## config.mk

```make
export PLATFORM = sky130hd
export DESIGN_NAME = ldi_init_core
export DESIGN_NICKNAME = d
export VERILOG_FILES = /design/src/ldi_pkg.sv /design/src/ldi_ca_capture.sv /design/src/ldi_init_core.sv
export SDC_FILE = /design/constraint.sdc
export NUM_CORES = 1
export LEC_CHECK = 0
export CELL_PAD_IN_SITES_DETAIL_PLACEMENT = 1
export CELL_PAD_IN_SITES_GLOBAL_PLACEMENT = 2
export CORE_UTILIZATION = 47
export DETAILED_ROUTE_END_ITERATION = 8
export DONT_BUFFER_PORTS = 1
export PLACE_DENSITY_LB_ADDON = 0.2
export SETUP_SLACK_MARGIN = 0.3
export SKIP_LAST_GASP = 1
export SLEW_MARGIN = 5
export SYNTH_ARGS = -nofsm -noshare
export SYNTH_HDL_FRONTEND = slang
export SYNTH_SLANG_ARGS = --single-unit
export TNS_END_PERCENT = 20
```

## constraint.sdc

```tcl
create_clock -name mclk -period 6.8 [get_ports mclk]
set_clock_uncertainty 0.15 [all_clocks]
set_input_delay 0.68 -clock mclk [delete_from_list [all_inputs] [get_ports mclk]]
set_output_delay 0.68 -clock mclk [all_outputs]
set_load 0.02 [all_outputs]
```

## src/ldi_pkg.sv

```systemverilog
// package: constants for the dram power-up, init and addressing block
package ldi_pkg;
    // ------------------------------------------------------------
    // bus and address widths
    // ------------------------------------------------------------
    localparam int CA_W    = 10;
    localparam int ROW_W   = 15;
    localparam int COL_W   = 10;
    localparam int BANK_W  = 3;
    localparam int NBANK   = 8;
    localparam int DQ_W    = 32;
    localparam int BURST   = 8;
    // ------------------------------------------------------------
    // timing, in the printed units, and derived cycle counts
    // ------------------------------------------------------------
    localparam int CLK_MHZ      = 200;
    localparam int INIT5_US     = 10;
    localparam int ZQINIT_US    = 1;
    localparam int INIT4_US     = 1;
    localparam int INIT5_CYC    = INIT5_US * CLK_MHZ;
    localparam int ZQINIT_CYC   = ZQINIT_US * CLK_MHZ;
    localparam int INIT4_CYC    = INIT4_US * CLK_MHZ;
    localparam int AUTOINIT_CYC = 64;
    localparam int TMR_W        = 16;
    // ------------------------------------------------------------
    // mode-register addresses and decoded commands
    // ------------------------------------------------------------
    localparam logic [7:0] MA_INFO   = 8'h00;
    localparam logic [7:0] MA_CAL    = 8'h0A;
    localparam logic [7:0] MA_CATRN  = 8'h29;
    localparam logic [7:0] MA_CATRN2 = 8'h30;
    localparam logic [7:0] MA_CAEXIT = 8'h2A;
    localparam logic [7:0] MA_RESET  = 8'h3F;
    localparam logic [7:0] MA_FEAT2  = 8'h02;
    localparam int         WRLEV_BIT = 7;
    localparam int         AUTOINIT_BIT = 0;

    typedef enum logic [3:0]
    {
        CMD_NOP = 4'h0,
        CMD_MRW = 4'h1,
        CMD_MRR = 4'h2,
        CMD_ACT = 4'h3,
        CMD_RD  = 4'h4,
        CMD_WR  = 4'h5,
        CMD_PRE = 4'h6,
        CMD_REF = 4'h7
    } ldi_cmd_t;

    typedef enum logic [6:0]
    {
        ST_OFF   = 7'h01,
        ST_WAIT  = 7'h02,
        ST_AUTO  = 7'h04,
        ST_IDLE  = 7'h08,
        ST_TRAIN = 7'h10,
        ST_ZQ    = 7'h20,
        ST_BURST = 7'h40
    } ldi_state_t;
endpackage : ldi_pkg
```

## src/ldi_ca_capture.sv

```systemverilog
// module: double-rate command/address capture on the link clock edges
`timescale 1ns/1ps
`default_nettype none
module ldi_ca_capture
    import ldi_pkg::*;
(
    // clock and reset
    input  wire logic            mclk,
    input  wire logic            sys_rst,
    // link pins
    input  wire logic            linkClk,
    input  wire logic            cke,
    input  wire logic            csN,
    input  wire logic [CA_W-1:0] ca,
    // captured command
    output logic                 cmdValid,
    output logic [CA_W-1:0]      caRise,
    output logic [CA_W-1:0]      caFall,
    output logic                 ckeSync
);
    logic [1:0]      clkS_q;
    logic            clkPrev_q;
    logic [1:0]      ckeS_q;
    logic [1:0]      csS_q;
    logic [CA_W-1:0] caS1_q;
    logic [CA_W-1:0] caS2_q;
    logic            pend_q;

    // ------------------------------------------------------------
    // two-flop synchronisers; first stage read only by the second
    // ------------------------------------------------------------
    always_ff @(posedge mclk)
    begin
        clkS_q    <= {clkS_q[0], linkClk};
        ckeS_q    <= {ckeS_q[0], cke};
        csS_q     <= {csS_q[0], csN};
        caS1_q    <= ca;
        caS2_q    <= caS1_q;
        clkPrev_q <= clkS_q[1];
    end

    // ------------------------------------------------------------
    // one command per link cycle: rising half then falling half
    // ------------------------------------------------------------
    always_ff @(posedge mclk)
    begin
        if (sys_rst)
        begin
            pend_q   <= 1'b0;
            cmdValid <= 1'b0;
            caRise   <= '0;
            caFall   <= '0;
            ckeSync  <= 1'b0;
        end
        else
        begin
            ckeSync  <= ckeS_q[1];
            cmdValid <= 1'b0;
            if (clkS_q[1] && !clkPrev_q)
            begin
                caRise <= caS2_q;
                pend_q <= ckeS_q[1] && !csS_q[1];
            end
            else if (!clkS_q[1] && clkPrev_q && pend_q)
            begin
                caFall   <= caS2_q;
                cmdValid <= 1'b1;
                pend_q   <= 1'b0;
            end
        end
    end
endmodule // ldi_ca_capture
`default_nettype wire

```

## src/ldi_init_core.sv

```systemverilog
// module: command decode, power-up init sequence and addressing core
`timescale 1ns/1ps
`default_nettype none
module ldi_init_core
    import ldi_pkg::*;
(
    // clock and reset
    input  wire logic              mclk,
    input  wire logic              sys_rst,
    // link pins
    input  wire logic              linkClk,
    input  wire logic              cke,
    input  wire logic              csN,
    input  wire logic [CA_W-1:0]   ca,
    // data pins, read side
    output logic [DQ_W-1:0]        dqOut,
    output logic                   dqOe,
    // core array port
    output logic                   coreRd,
    output logic                   coreWr,
    output logic [BANK_W-1:0]      coreBank,
    output logic [ROW_W-1:0]       coreRow,
    output logic [COL_W-1:0]       coreCol,
    // status
    output logic                   ready,
    output logic [NBANK-1:0]       bankOpen,
    output logic [6:0]             state
);
    logic              cmdValid;
    logic [CA_W-1:0]   caR;
    logic [CA_W-1:0]   caF;
    logic              ckeSync;
    ldi_state_t        st_q;
    logic [TMR_W-1:0]  tmr_q;
    logic              autoDone_q;
    logic [ROW_W-1:0]  openRow_q [NBANK];
    logic [2:0]        beat_q;
    logic              trainCa_q;

    ldi_ca_capture u_cap
    (
        .mclk     (mclk),
        .sys_rst  (sys_rst),
        .linkClk  (linkClk),
        .cke      (cke),
        .csN      (csN),
        .ca       (ca),
        .cmdValid (cmdValid),
        .caRise   (caR),
        .caFall   (caF),
        .ckeSync  (ckeSync)
    );

    // ------------------------------------------------------------
    // decode helpers
    // ------------------------------------------------------------
    function automatic ldi_cmd_t decode(input logic [CA_W-1:0] r);
        if (r[1:0] == 2'b00)
            decode = (r[3:2] == 2'b00) ? CMD_MRW :
                     (r[3:2] == 2'b10) ? CMD_MRR : CMD_REF;
        else if (r[1:0] == 2'b10)
            decode = CMD_ACT;
        else if (r[2:0] == 3'b101)
            decode = CMD_RD;
        else if (r[2:0] == 3'b001)
            decode = CMD_WR;
        else if (r[3:0] == 4'b1011)
            decode = CMD_PRE;
        else
            decode = CMD_NOP;
    endfunction

    function automatic logic [7:0] mrAddr(input logic [CA_W-1:0] r,
                                          input logic [CA_W-1:0] f);
        mrAddr = {r[9:4], f[1:0]};
    endfunction

    function automatic logic noRow(input logic [ROW_W-1:0] row);
        noRow = row[ROW_W-1] && row[ROW_W-2];
    endfunction

    ldi_cmd_t         cmd;
    logic [7:0]       ma;
    logic [7:0]       op;
    logic [ROW_W-1:0] actRow;
    logic [COL_W-1:0] rwCol;
    logic [BANK_W-1:0] bnk;
    always_comb
    begin
        cmd    = cmdValid ? decode(caR) : CMD_NOP;
        ma     = mrAddr(caR, caF);
        op     = caF[9:2];
        bnk    = caR[9:7];
        actRow = {caR[6:2], caF[9:0]};
        rwCol  = {caR[5:1] , caF[9:6], 1'b0};
    end

    // ------------------------------------------------------------
    // init state machine
    // ------------------------------------------------------------
    always_ff @(posedge mclk)
    begin
        if (sys_rst)
        begin
            st_q       <= ST_OFF;
            tmr_q      <= '0;
            autoDone_q <= 1'b0;
            trainCa_q  <= 1'b0;
        end
        else
        begin
            if (tmr_q != '0)
                tmr_q <= tmr_q - 1'b1;
            if (cmd == CMD_MRW && ma == MA_RESET)
            begin
                // reset write restarts auto-init from any state
                st_q       <= ST_AUTO;
                autoDone_q <= 1'b0;
                tmr_q      <= TMR_W'(INIT5_CYC);
            end
            else
            begin
                case (st_q)
                    ST_OFF:
                        if (ckeSync)
                            st_q <= ST_WAIT;
                    ST_WAIT:
                        st_q <= ST_WAIT;
                    ST_AUTO:
                    begin
                        // internal work finishes well inside the maximum
                        if (tmr_q == TMR_W'(INIT5_CYC - AUTOINIT_CYC))
                            autoDone_q <= 1'b1;
                        if (autoDone_q || tmr_q == '0)
                            st_q <= ST_IDLE;
                    end
                    ST_IDLE:
                        if (cmd == CMD_MRW && (ma == MA_CATRN ||
                            ma == MA_CATRN2 ||
                            (ma == MA_FEAT2 && op[WRLEV_BIT])))
                        begin
                            st_q      <= ST_TRAIN;
                            trainCa_q <= (ma != MA_FEAT2);
                        end
                        else if (cmd == CMD_MRW && ma == MA_CAL)
                        begin
                            st_q  <= ST_ZQ;
                            tmr_q <= TMR_W'(ZQINIT_CYC);
                        end
                        else if ((cmd == CMD_RD || cmd == CMD_WR) &&
                                 bankOpen[bnk])
                        begin
                            st_q  <= ST_BURST;
                            tmr_q <= TMR_W'(BURST - 1);
                        end
                    ST_TRAIN:
                        if (cmd == CMD_MRW && ((trainCa_q &&
                            ma == MA_CAEXIT) || (!trainCa_q &&
                            ma == MA_FEAT2 && !op[WRLEV_BIT])))
                            st_q <= ST_IDLE;
                    ST_ZQ:
                        if (tmr_q == '0)
                            st_q <= ST_IDLE;
                    ST_BURST:
                        if (tmr_q == '0)
                            st_q <= ST_IDLE;
                    default:
                        st_q <= ST_OFF;
                endcase
            end
        end
    end

    // ------------------------------------------------------------
    // bank tracking and core access
    // ------------------------------------------------------------
    logic inInit;
    always_comb
    begin
        inInit = (st_q == ST_OFF) || (st_q == ST_WAIT) ||
                 (st_q == ST_AUTO);
    end

    always_ff @(posedge mclk)
    begin
        if (sys_rst)
        begin
            bankOpen <= '0;
            coreRd   <= 1'b0;
            coreWr   <= 1'b0;
            coreBank <= '0;
            coreRow  <= '0;
            coreCol  <= '0;
            for (int i = 0; i < NBANK; i++)
                openRow_q[i] <= '0;
        end
        else
        begin
            coreRd <= 1'b0;
            coreWr <= 1'b0;
            if (inInit || st_q == ST_TRAIN)
                bankOpen <= '0;
            else if (cmd == CMD_PRE)
                bankOpen <= caF[0] ? '0 : bankOpen & ~(NBANK'(1) << bnk);
            else if (cmd == CMD_ACT && !noRow(actRow))
            begin
                bankOpen[bnk]  <= 1'b1;
                openRow_q[bnk] <= actRow;
            end
            else if ((cmd == CMD_RD || cmd == CMD_WR) && bankOpen[bnk] &&
                     st_q == ST_IDLE)
            begin
                coreRd   <= (cmd == CMD_RD);
                coreWr   <= (cmd == CMD_WR) && !noRow(openRow_q[bnk]);
                coreBank <= bnk;
                coreRow  <= openRow_q[bnk];
                coreCol  <= rwCol;
            end
        end
    end

    // ------------------------------------------------------------
    // read-back of the status flag; buffer off while cke is low
    // ------------------------------------------------------------
    always_ff @(posedge mclk)
    begin
        if (sys_rst)
        begin
            dqOut <= '0;
            dqOe  <= 1'b0;
        end
        else if (!ckeSync)
        begin
            dqOe <= 1'b0;
        end
        else if (cmd == CMD_MRR && ma == MA_INFO)
        begin
            dqOut <= '0;
            dqOut[AUTOINIT_BIT] <= !(autoDone_q ||
                                     st_q != ST_AUTO);
            dqOe  <= 1'b1;
        end
        else
        begin
            dqOe <= 1'b0;
        end
    end

    always_ff @(posedge mclk)
    begin
        if (sys_rst)
        begin
            ready <= 1'b0;
            state <= ST_OFF;
        end
        else
        begin
            ready <= (st_q == ST_IDLE);
            state <= st_q;
        end
    end
endmodule // ldi_init_core
`default_nettype wire

```

==> results of run 1 <==
[logic make-up after synthesis]
logic type      count (synthesis)
compound gates                 91
xor+xnor                       13
fa+ha+maj                       1
buf+inv                        91
flops                         245
mux                            72
other cells                     1
simple gates                  337
[sequential cells by signal (all words and copies together) (netlist names), 8 cells and up, named ones only]
register / flops
bankOpen: 8
coreCol: 9
coreRow: 15
openRow_q: 120
tmr_q: 16
u_cap.caFall: 10
u_cap.caRise: 10
u_cap.caS1_q: 10
u_cap.caS2_q: 10
[layout by cell type (no fill, tap or decap), types with 5 or more instances in the layout]
master and instances:
sky130_fd_sc_hd__o21a_1 5, sky130_fd_sc_hd__o31ai_1 7, sky130_fd_sc_hd__clkbuf_1 5, sky130_fd_sc_hd__nor2b_4 5
sky130_fd_sc_hd__nand2b_1 6, sky130_fd_sc_hd__nor3_1 15, sky130_fd_sc_hd__edfxtp_1 120, sky130_fd_sc_hd__a211oi_1 13
sky130_fd_sc_hd__clkbuf_16 27, sky130_fd_sc_hd__nor2_1 76, sky130_fd_sc_hd__nand2_1 38, sky130_fd_sc_hd__a22oi_1 8
sky130_fd_sc_hd__a21oi_1 22, sky130_fd_sc_hd__clkbuf_8 5, sky130_fd_sc_hd__nor3b_1 6, sky130_fd_sc_hd__nor4_1 7
sky130_fd_sc_hd__or2_2 9, sky130_fd_sc_hd__mux2_2 5, sky130_fd_sc_hd__mux4_2 30, sky130_fd_sc_hd__and2_1 123
sky130_fd_sc_hd__xor2_1 6, sky130_fd_sc_hd__conb_1 32, sky130_fd_sc_hd__nand3_1 9, sky130_fd_sc_hd__nor2b_1 13
sky130_fd_sc_hd__dfxtp_1 123, sky130_fd_sc_hd__xnor2_1 7, sky130_fd_sc_hd__o21ai_0 17, sky130_fd_sc_hd__mux2i_1 37
[critical path, cell delays in order, from the launching register on]
cell,delay (ps)
sky130_fd_sc_hd__dfxtp_1,810
sky130_fd_sc_hd__mux2i_1,190
sky130_fd_sc_hd__a211o_1,340
sky130_fd_sc_hd__a211oi_2,350
sky130_fd_sc_hd__nand3_1,610
sky130_fd_sc_hd__a2111oi_0,530
[power groups by stage]
stage / sequential, mW / clock, mW / combinational, mW
after detailed placement: 1.75 / 0 / 0.457
after global routing: 1.73 / 1.55 / 0.518
final: 1.72 / 1.48 / 0.464
after floorplan: 1.71 / 0 / 0.401
after CTS: 1.72 / 1.51 / 0.464
after global placement: 1.74 / 0 / 0.443
[path summary, 6_finish.rpt]
path,endpoint,slack (ps),cells past startpoint
setup / recovery,coreWr,3680,5
hold / removal,u_cap.ckeS_q[0],30,0
setup reg to reg,coreWr,3680,5
hold reg to reg,u_cap.caS2_q[1],170,0
[area by class of cell]
cell class	instances	area share [%]
clock buffers	39	6.904
clock inverters	10	1.177
inverters	4	0.1332
multi-input cells	546	34.35
flip-flops and latches	245	54.19
well taps	280	3.108
repair buffers	2	0.1332
[routing by layer]
layer	vias to the layer above	share of wire (%)	global-route usage, %
met1	3137	46	29.92
met5	-	0	0
met4	0	1.9	5.550
li1	2911	-	-
met2	137	48	37.67
met3	34	3.7	3.242
[per-stage QoR]
| stage | instances | hold WS [ps] | power, mW | setup slack [ps] |
|---|---|---|---|---|
| CTS | 1126 | 5.016 | 3.686 | 3657 |
| detailed placement | 1077 | 163.5 | 2.204 | 3678 |
| floorplan | 882 | 159.6 | 2.107 | 4206 |
| finish | 1126 | 25.06 | 3.657 | 3680 |
| global placement | 1077 | 160.0 | 2.182 | 3797 |
| global route | 1126 | 4.108 | 3.799 | 3380 |
==> results_dict.tcl, run 1 <==
set metrics [dict create \
    run_status "finished, final reports clean" \
    design.die.area_um2 22690 \
    wire_length_of_the_first_global_routing_pass_mm 37.37 \
    hold_viol_final 0 \
    place_area_um2 10360 \
    final_cell_area_um2 11270 \
    horiz_die_dim_um 150.6 \
    place.gp.congestion 0.7986 \
    vdd_ir_drop_max_uv 343.8 \
    antenna_found_initial 0 \
    min_path_type "primary input to flop" \
    synth.area.top_cells "sky130_fd_sc_hd__edfxtp_1 35%, sky130_fd_sc_hd__dfxtp_1 24%, sky130_fd_sc_hd__and2_1 7.4%" \
    synth_compound_area_share_pct 5.916 \
    grt.overflow.total 0 \
    sw_frac_of_total_pct 25.47 \
    holdBufCountCts 0 \
    drv_cap 0 \
    multi_input_comb_area_um2 3872 \
    floorplan.initialDensity_pct 47.73 \
    floorplan.core_area_um2 21760 \
    power.static_leakage_nw 4.073 \
    die_h_um 150.6 \
    critPathRequiredTime_ps 7050 \
    final_period_minus_worst_setup_slack_ps 3120 \
    clkPwrFrac_pct 40.4 \
    yosys.area_share.simple_pct 18.39 \
    post-dp-hpwl_mm 16.38 \
    finalSetupViolations 0 \
    net-switching-power_mw 0.9314 \
    dr_total_vias 6219 \
    drc_errors 0 \
    globalRouteTotalUtil_pct 22.23 \
    final_worst_path_period_share_pct 45.89 \
    area_delta_synth_final_pct 8.556 \
    grt_setup_unrepaired "no" \
    synth_largest_type_area_fraction_pct 34.70 \
    synthMuxAreaShare_pct 10.62 \
    power.sequential.fraction_pct 47.0 \
    hold_path_startpoint "cke" \
    slew-limit-headroom_pct 34.26 \
    cts_tree "done" \
    synth.top_cells.by_count "125 x sky130_fd_sc_hd__dfxtp_1, 123 x sky130_fd_sc_hd__and2_1, 120 x sky130_fd_sc_hd__edfxtp_1" \
    cell_type_with_the_largest_total_area_after_synthesis "sky130_fd_sc_hd__edfxtp_1" \
    cts_sinks 245 \
    synth-async-reset-ratio_pct 0 \
    yosys.cell_count.top_type "sky130_fd_sc_hd__dfxtp_1" \
    syn-cell-area_um2 10380 \
    crit_path_max_fanout 17 \
    detailedRoute.firstIterationViolations 311 \
    clock_tree.htree_level_count 1 \
    via_per_inst 5.523 \
    numCtsBuffers 27 \
    p_per_area_nw_per_um2 324.4 \
    final_report_max_slew_violation_count 0 \
    ys_types 66 \
    floorplan.rows 54 \
    worst_setup_path_end_kind "flop" \
    synth_edf_count 120 \
    share_comb_of_total_power_pct 12.7 \
    synthesis.yosys.warnings 0 \
    cts_max_path_buffers 3 \
    setup_tns_ps 0 \
    worst_ep_arrival_time_ps 3370 \
    yosys.area_share.adder_pct 0.1205 \
    grt_max_degree 81 \
    intPower_mw 2.725 \
    drt_pre_antenna_iters 4 \
    synthesis.area_per_instance_um2 12.20 \
    ys_seq_area_share_pct 58.80 \
    ys_seq_elements 245 \
    n_antenna_cell 0 \
    nNetsFinal 842 \
    ratio_of_cells_with_drive_above_1_in_the_final_layout_pct 12.29 \
    cts_repair_resize_count 0 \
    fillerInstances 2224 \
    critPathLaunch "u_cap.caRise[8]" \
    regToRegStartpoint "u_cap.caRise[8]" \
    cts.clk_slew.worst_paths_ps 60 \
    worst_setup_path_start_kind "flop" \
    post-cts-setup-buffer-count 0 \
    synth-xor-area-share_pct 1.097 \
    final_util_pct 51.81 \
    cts_root_buf "sky130_fd_sc_hd__clkbuf_16" \
    via_count_of_the_first_global_routing_pass 6385 \
    seqCellArea_um2 6108 \
    postSynth.topFlopCell "sky130_fd_sc_hd__dfxtp_1" \
    kind_of_critical_path "flop to flop" \
    antenna_left 0 \
    dominant_combinational_cell_family_by_area_after_synthesis "simple AND/OR/NAND/NOR gates" \
    wire_length_per_cell_um 21.83 \
    floorplan.io_pins 94 \
    postSynthCellCount 851 \
    worstMarginPinSlew_ps 984.8 \
    sum_of_routed_wire_length_over_all_layers_mm 24.58 \
    fmax_ghz 0.3205 \
    port-buffer-count 0 \
    clkLatencyLatePin_ps 530 \
]
Note: power is estimated with default switching activity, not from simulation.
==> inputs of run 2 (changes only) <==
ABC_AREA = 1   (was unset)
CORE_UTILIZATION = 40   (was 47)
clock period = 3 ns   (was 6.8 ns; I/O delays follow)
==> results_dict.tcl, run 2 <==
set metrics [dict create \
    ratio_of_cells_with_drive_above_1_in_the_final_layout_pct 9.515 \
    floorplan.core_area_um2 25110 \
    globalRouteTotalUtil_pct 23.55 \
    dr_total_vias 7590 \
    synth_largest_type_area_fraction_pct 35.35 \
    synth_edf_count 120 \
    finalSetupViolations 0 \
    final_cell_area_um2 11510 \
    port-buffer-count 0 \
    yosys.cell_count.top_type "sky130_fd_sc_hd__nor2_1" \
    post-dp-hpwl_mm 20.44 \
    sum_of_routed_wire_length_over_all_layers_mm 29.92 \
    hold_viol_final 0 \
    grt_setup_unrepaired "yes" \
    antenna_left 0 \
    final_report_max_slew_violation_count 0 \
    postSynthCellCount 1091 \
    power.static_leakage_nw 4.536 \
    cts_sinks 245 \
    drv_cap 0 \
    ys_seq_elements 245 \
    n_antenna_cell 0 \
    crit_path_max_fanout 15 \
    vdd_ir_drop_max_uv 487.9 \
    multi_input_comb_area_um2 3436 \
    r2r_setup_slack_ps 490 \
    place_area_um2 10430 \
    synthesis.yosys.warnings 0 \
    place_worst_setup_slack_ps 337.0 \
    clock_tree.htree_level_count 1 \
    grt.overflow.total 0 \
    net-switching-power_mw 2.357 \
    p_per_area_nw_per_um2 727.0 \
    syn-cell-area_um2 10190 \
    final_worst_path_period_share_pct 83.73 \
    drt_pre_antenna_iters 5 \
    most_used_cells_in_the_layout_excluding_fill_and_tap_cells "206 x sky130_fd_sc_hd__nor2_1, 158 x sky130_fd_sc_hd__nand2_1, 124 x sky130_fd_sc_hd__dfxtp_1" \
    synthesis.area_per_instance_um2 9.344 \
    nNetsFinal 1131 \
    cts.clk_slew.worst_paths_ps 60 \
    worstMarginPinSlew_ps 769.6 \
    clkPwrFrac_pct 37.6 \
    postSynth.topFlopCell "sky130_fd_sc_hd__dfxtp_1" \
    synth.area.top_cells "sky130_fd_sc_hd__edfxtp_1 35%, sky130_fd_sc_hd__dfxtp_1 25%, sky130_fd_sc_hd__nor2_1 7.6%" \
    wire_length_of_the_first_global_routing_pass_mm 46.86 \
    seqCellArea_um2 6107 \
    drc_errors 0 \
    power.sequential.fraction_pct 46.2 \
    floorplan.initialDensity_pct 40.60 \
    layout_setup_ws_ps 488.2 \
    area_delta_synth_final_pct 12.87 \
    final_period_minus_worst_setup_slack_ps 2512 \
    worst_setup_path_start_kind "flop" \
    commonest_non_fill_non_tap_cell_in_the_layout "sky130_fd_sc_hd__nor2_1" \
    worst_setup_path_end_kind "flop" \
    synth.top_cells.by_count "207 x sky130_fd_sc_hd__nor2_1, 159 x sky130_fd_sc_hd__nand2_1, 125 x sky130_fd_sc_hd__dfxtp_1" \
    sw_frac_of_total_pct 28.17 \
    design.die.area_um2 26130 \
    ys_seq_area_share_pct 59.89 \
    intPower_mw 6.010 \
    floorplan.rows 58 \
    floorplan.io_pins 94 \
    horiz_die_dim_um 161.6 \
    cts_max_path_buffers 3 \
    run_status "finished, final reports clean" \
    worst_ep_arrival_time_ps 2580 \
    via_count_of_the_first_global_routing_pass 7857 \
    wire_length_per_cell_um 20.42 \
    largest_reg_flops 120 \
    fillerInstances 2911 \
    setup_tns_ps 0 \
    clkLatencyLatePin_ps 530 \
    cell_type_with_the_largest_total_area_after_synthesis "sky130_fd_sc_hd__edfxtp_1" \
    largest_register "openRow_q" \
    cts_tree "done" \
    numCtsBuffers 27 \
    cts_root_buf "sky130_fd_sc_hd__clkbuf_16" \
    kind_of_critical_path "flop to flop" \
    die_h_um 161.6 \
    antenna_found_initial 0 \
    critPathRequiredTime_ps 3070 \
    share_comb_of_total_power_pct 16.2 \
    via_per_inst 5.181 \
    fmax_ghz 0.3981 \
    min_path_type "primary input to flop" \
    grt_max_degree 61 \
    ys_types 38 \
    biggestRegsByFlops "openRow_q (120), tmr_q (16), coreRow (15)" \
    slew-limit-headroom_pct 48.55 \
    synth-async-reset-ratio_pct 0 \
    place.gp.congestion 0.8310 \
    detailedRoute.firstIterationViolations 434 \
]
## run 2: cell count changes in the layout (fill, tap and decap cells not counted), moves of 37 or more
cell	before	now
sky130_fd_sc_hd__nand2_1	38	158
sky130_fd_sc_hd__a21oi_1	22	111
sky130_fd_sc_hd__and2_1	123	1
sky130_fd_sc_hd__mux2i_1	37	0
sky130_fd_sc_hd__inv_1	4	61
sky130_fd_sc_hd__nor2_1	76	206
sky130_fd_sc_hd__o21ai_0	17	60
## run 2: worst paths after layout
| path | start | end | depth (start not counted) |
|---|---|---|---|
| setup / recovery | u_cap.caRise[2] | openRow_q[1][9] | 12 |
| hold / removal | ca[9] | u_cap.caS1_q[9] | 1 |
| setup reg to reg | u_cap.caRise[2] | openRow_q[1][9] | 12 |
| hold reg to reg | u_cap.csS_q[0] | u_cap.csS_q[1] | 0 |
## run 2: routing by layer
metal	share of wire [%]	routed length (µm)	GRT usage [%]	vias up
li1	-	-	-	3678
met1	45	13480	31.82	3698
met2	48	14440	39.54	176
met3	4.7	1417	3.493	38
met4	1.9	575	6.003	0
met5	0	0	0	-
## run 2: timing repair
| item | in CTS | in global routing |
|---|---|---|
| hold buffers | 14 | 0 |
| gates resized for setup | 0 | 9 |
| setup buffers | 0 | 6 |
| setup endpoints to repair | 0 | 117 |
| endpoints found under the hold margin | 40 | 0 |
## run 2: power by group through the flow
stage	clock network, mW	registers [mW]	logic, mW
2_1_floorplan	0	3.89	1.04
3_3_place_gp	0	3.93	1.34
6_report	3.15	3.86	1.36
5_1_grt	3.38	3.89	1.56
4_1_cts	3.24	3.86	1.37
3_5_place_dp	0	3.93	1.35
## run 2: worst max-delay path, cell delays in order, from the launching register on
cell                       delay [ps]
sky130_fd_sc_hd__dfxtp_1          380
sky130_fd_sc_hd__inv_2            150
sky130_fd_sc_hd__nand2_1          120
sky130_fd_sc_hd__nand2_1           50
sky130_fd_sc_hd__nand2_1           90
sky130_fd_sc_hd__inv_1             90
sky130_fd_sc_hd__nor2_1           180
sky130_fd_sc_hd__o211ai_2         200
sky130_fd_sc_hd__nor2_8           150
sky130_fd_sc_hd__buf_4            170
sky130_fd_sc_hd__nand2_8          100
sky130_fd_sc_hd__nand2_1          150
sky130_fd_sc_hd__buf_6            200
## run 2: cells by family after synthesis
group / Yosys count / share of synthesized area, %
other: 1 / 0.03678
and+or+nand+nor: 449 / 18.68
buffers and inverters: 161 / 7.744
xor gates and xnor gates: 9 / 0.7732
DFF: 245 / 59.89
adders and majority gates: 1 / 0.1227
AOI/OAI and AO/OA: 225 / 12.75
## run 2: cell type report
| class | count | area share, % |
|---|---|---|
| multi-input combinational | 716 | 29.86 |
| clock buffer | 43 | 6.763 |
| timing repair buffer | 47 | 3.642 |
| tap | 330 | 3.588 |
| clock inverter | 6 | 0.5328 |
| inverter | 78 | 2.544 |
| sequential | 245 | 53.07 |
## run 2: stage by stage
stage	power (mW)	hold slack, ps	instances	utilization, %
finish	8.366	166.6	1465	45.83
global route	8.833	140.5	1465	45.83
CTS	8.476	137.8	1459	45.46
detailed placement	5.281	163.2	1396	41.55
global placement	5.273	162.5	1396	41.55
floorplan	4.927	159.6	1122	-
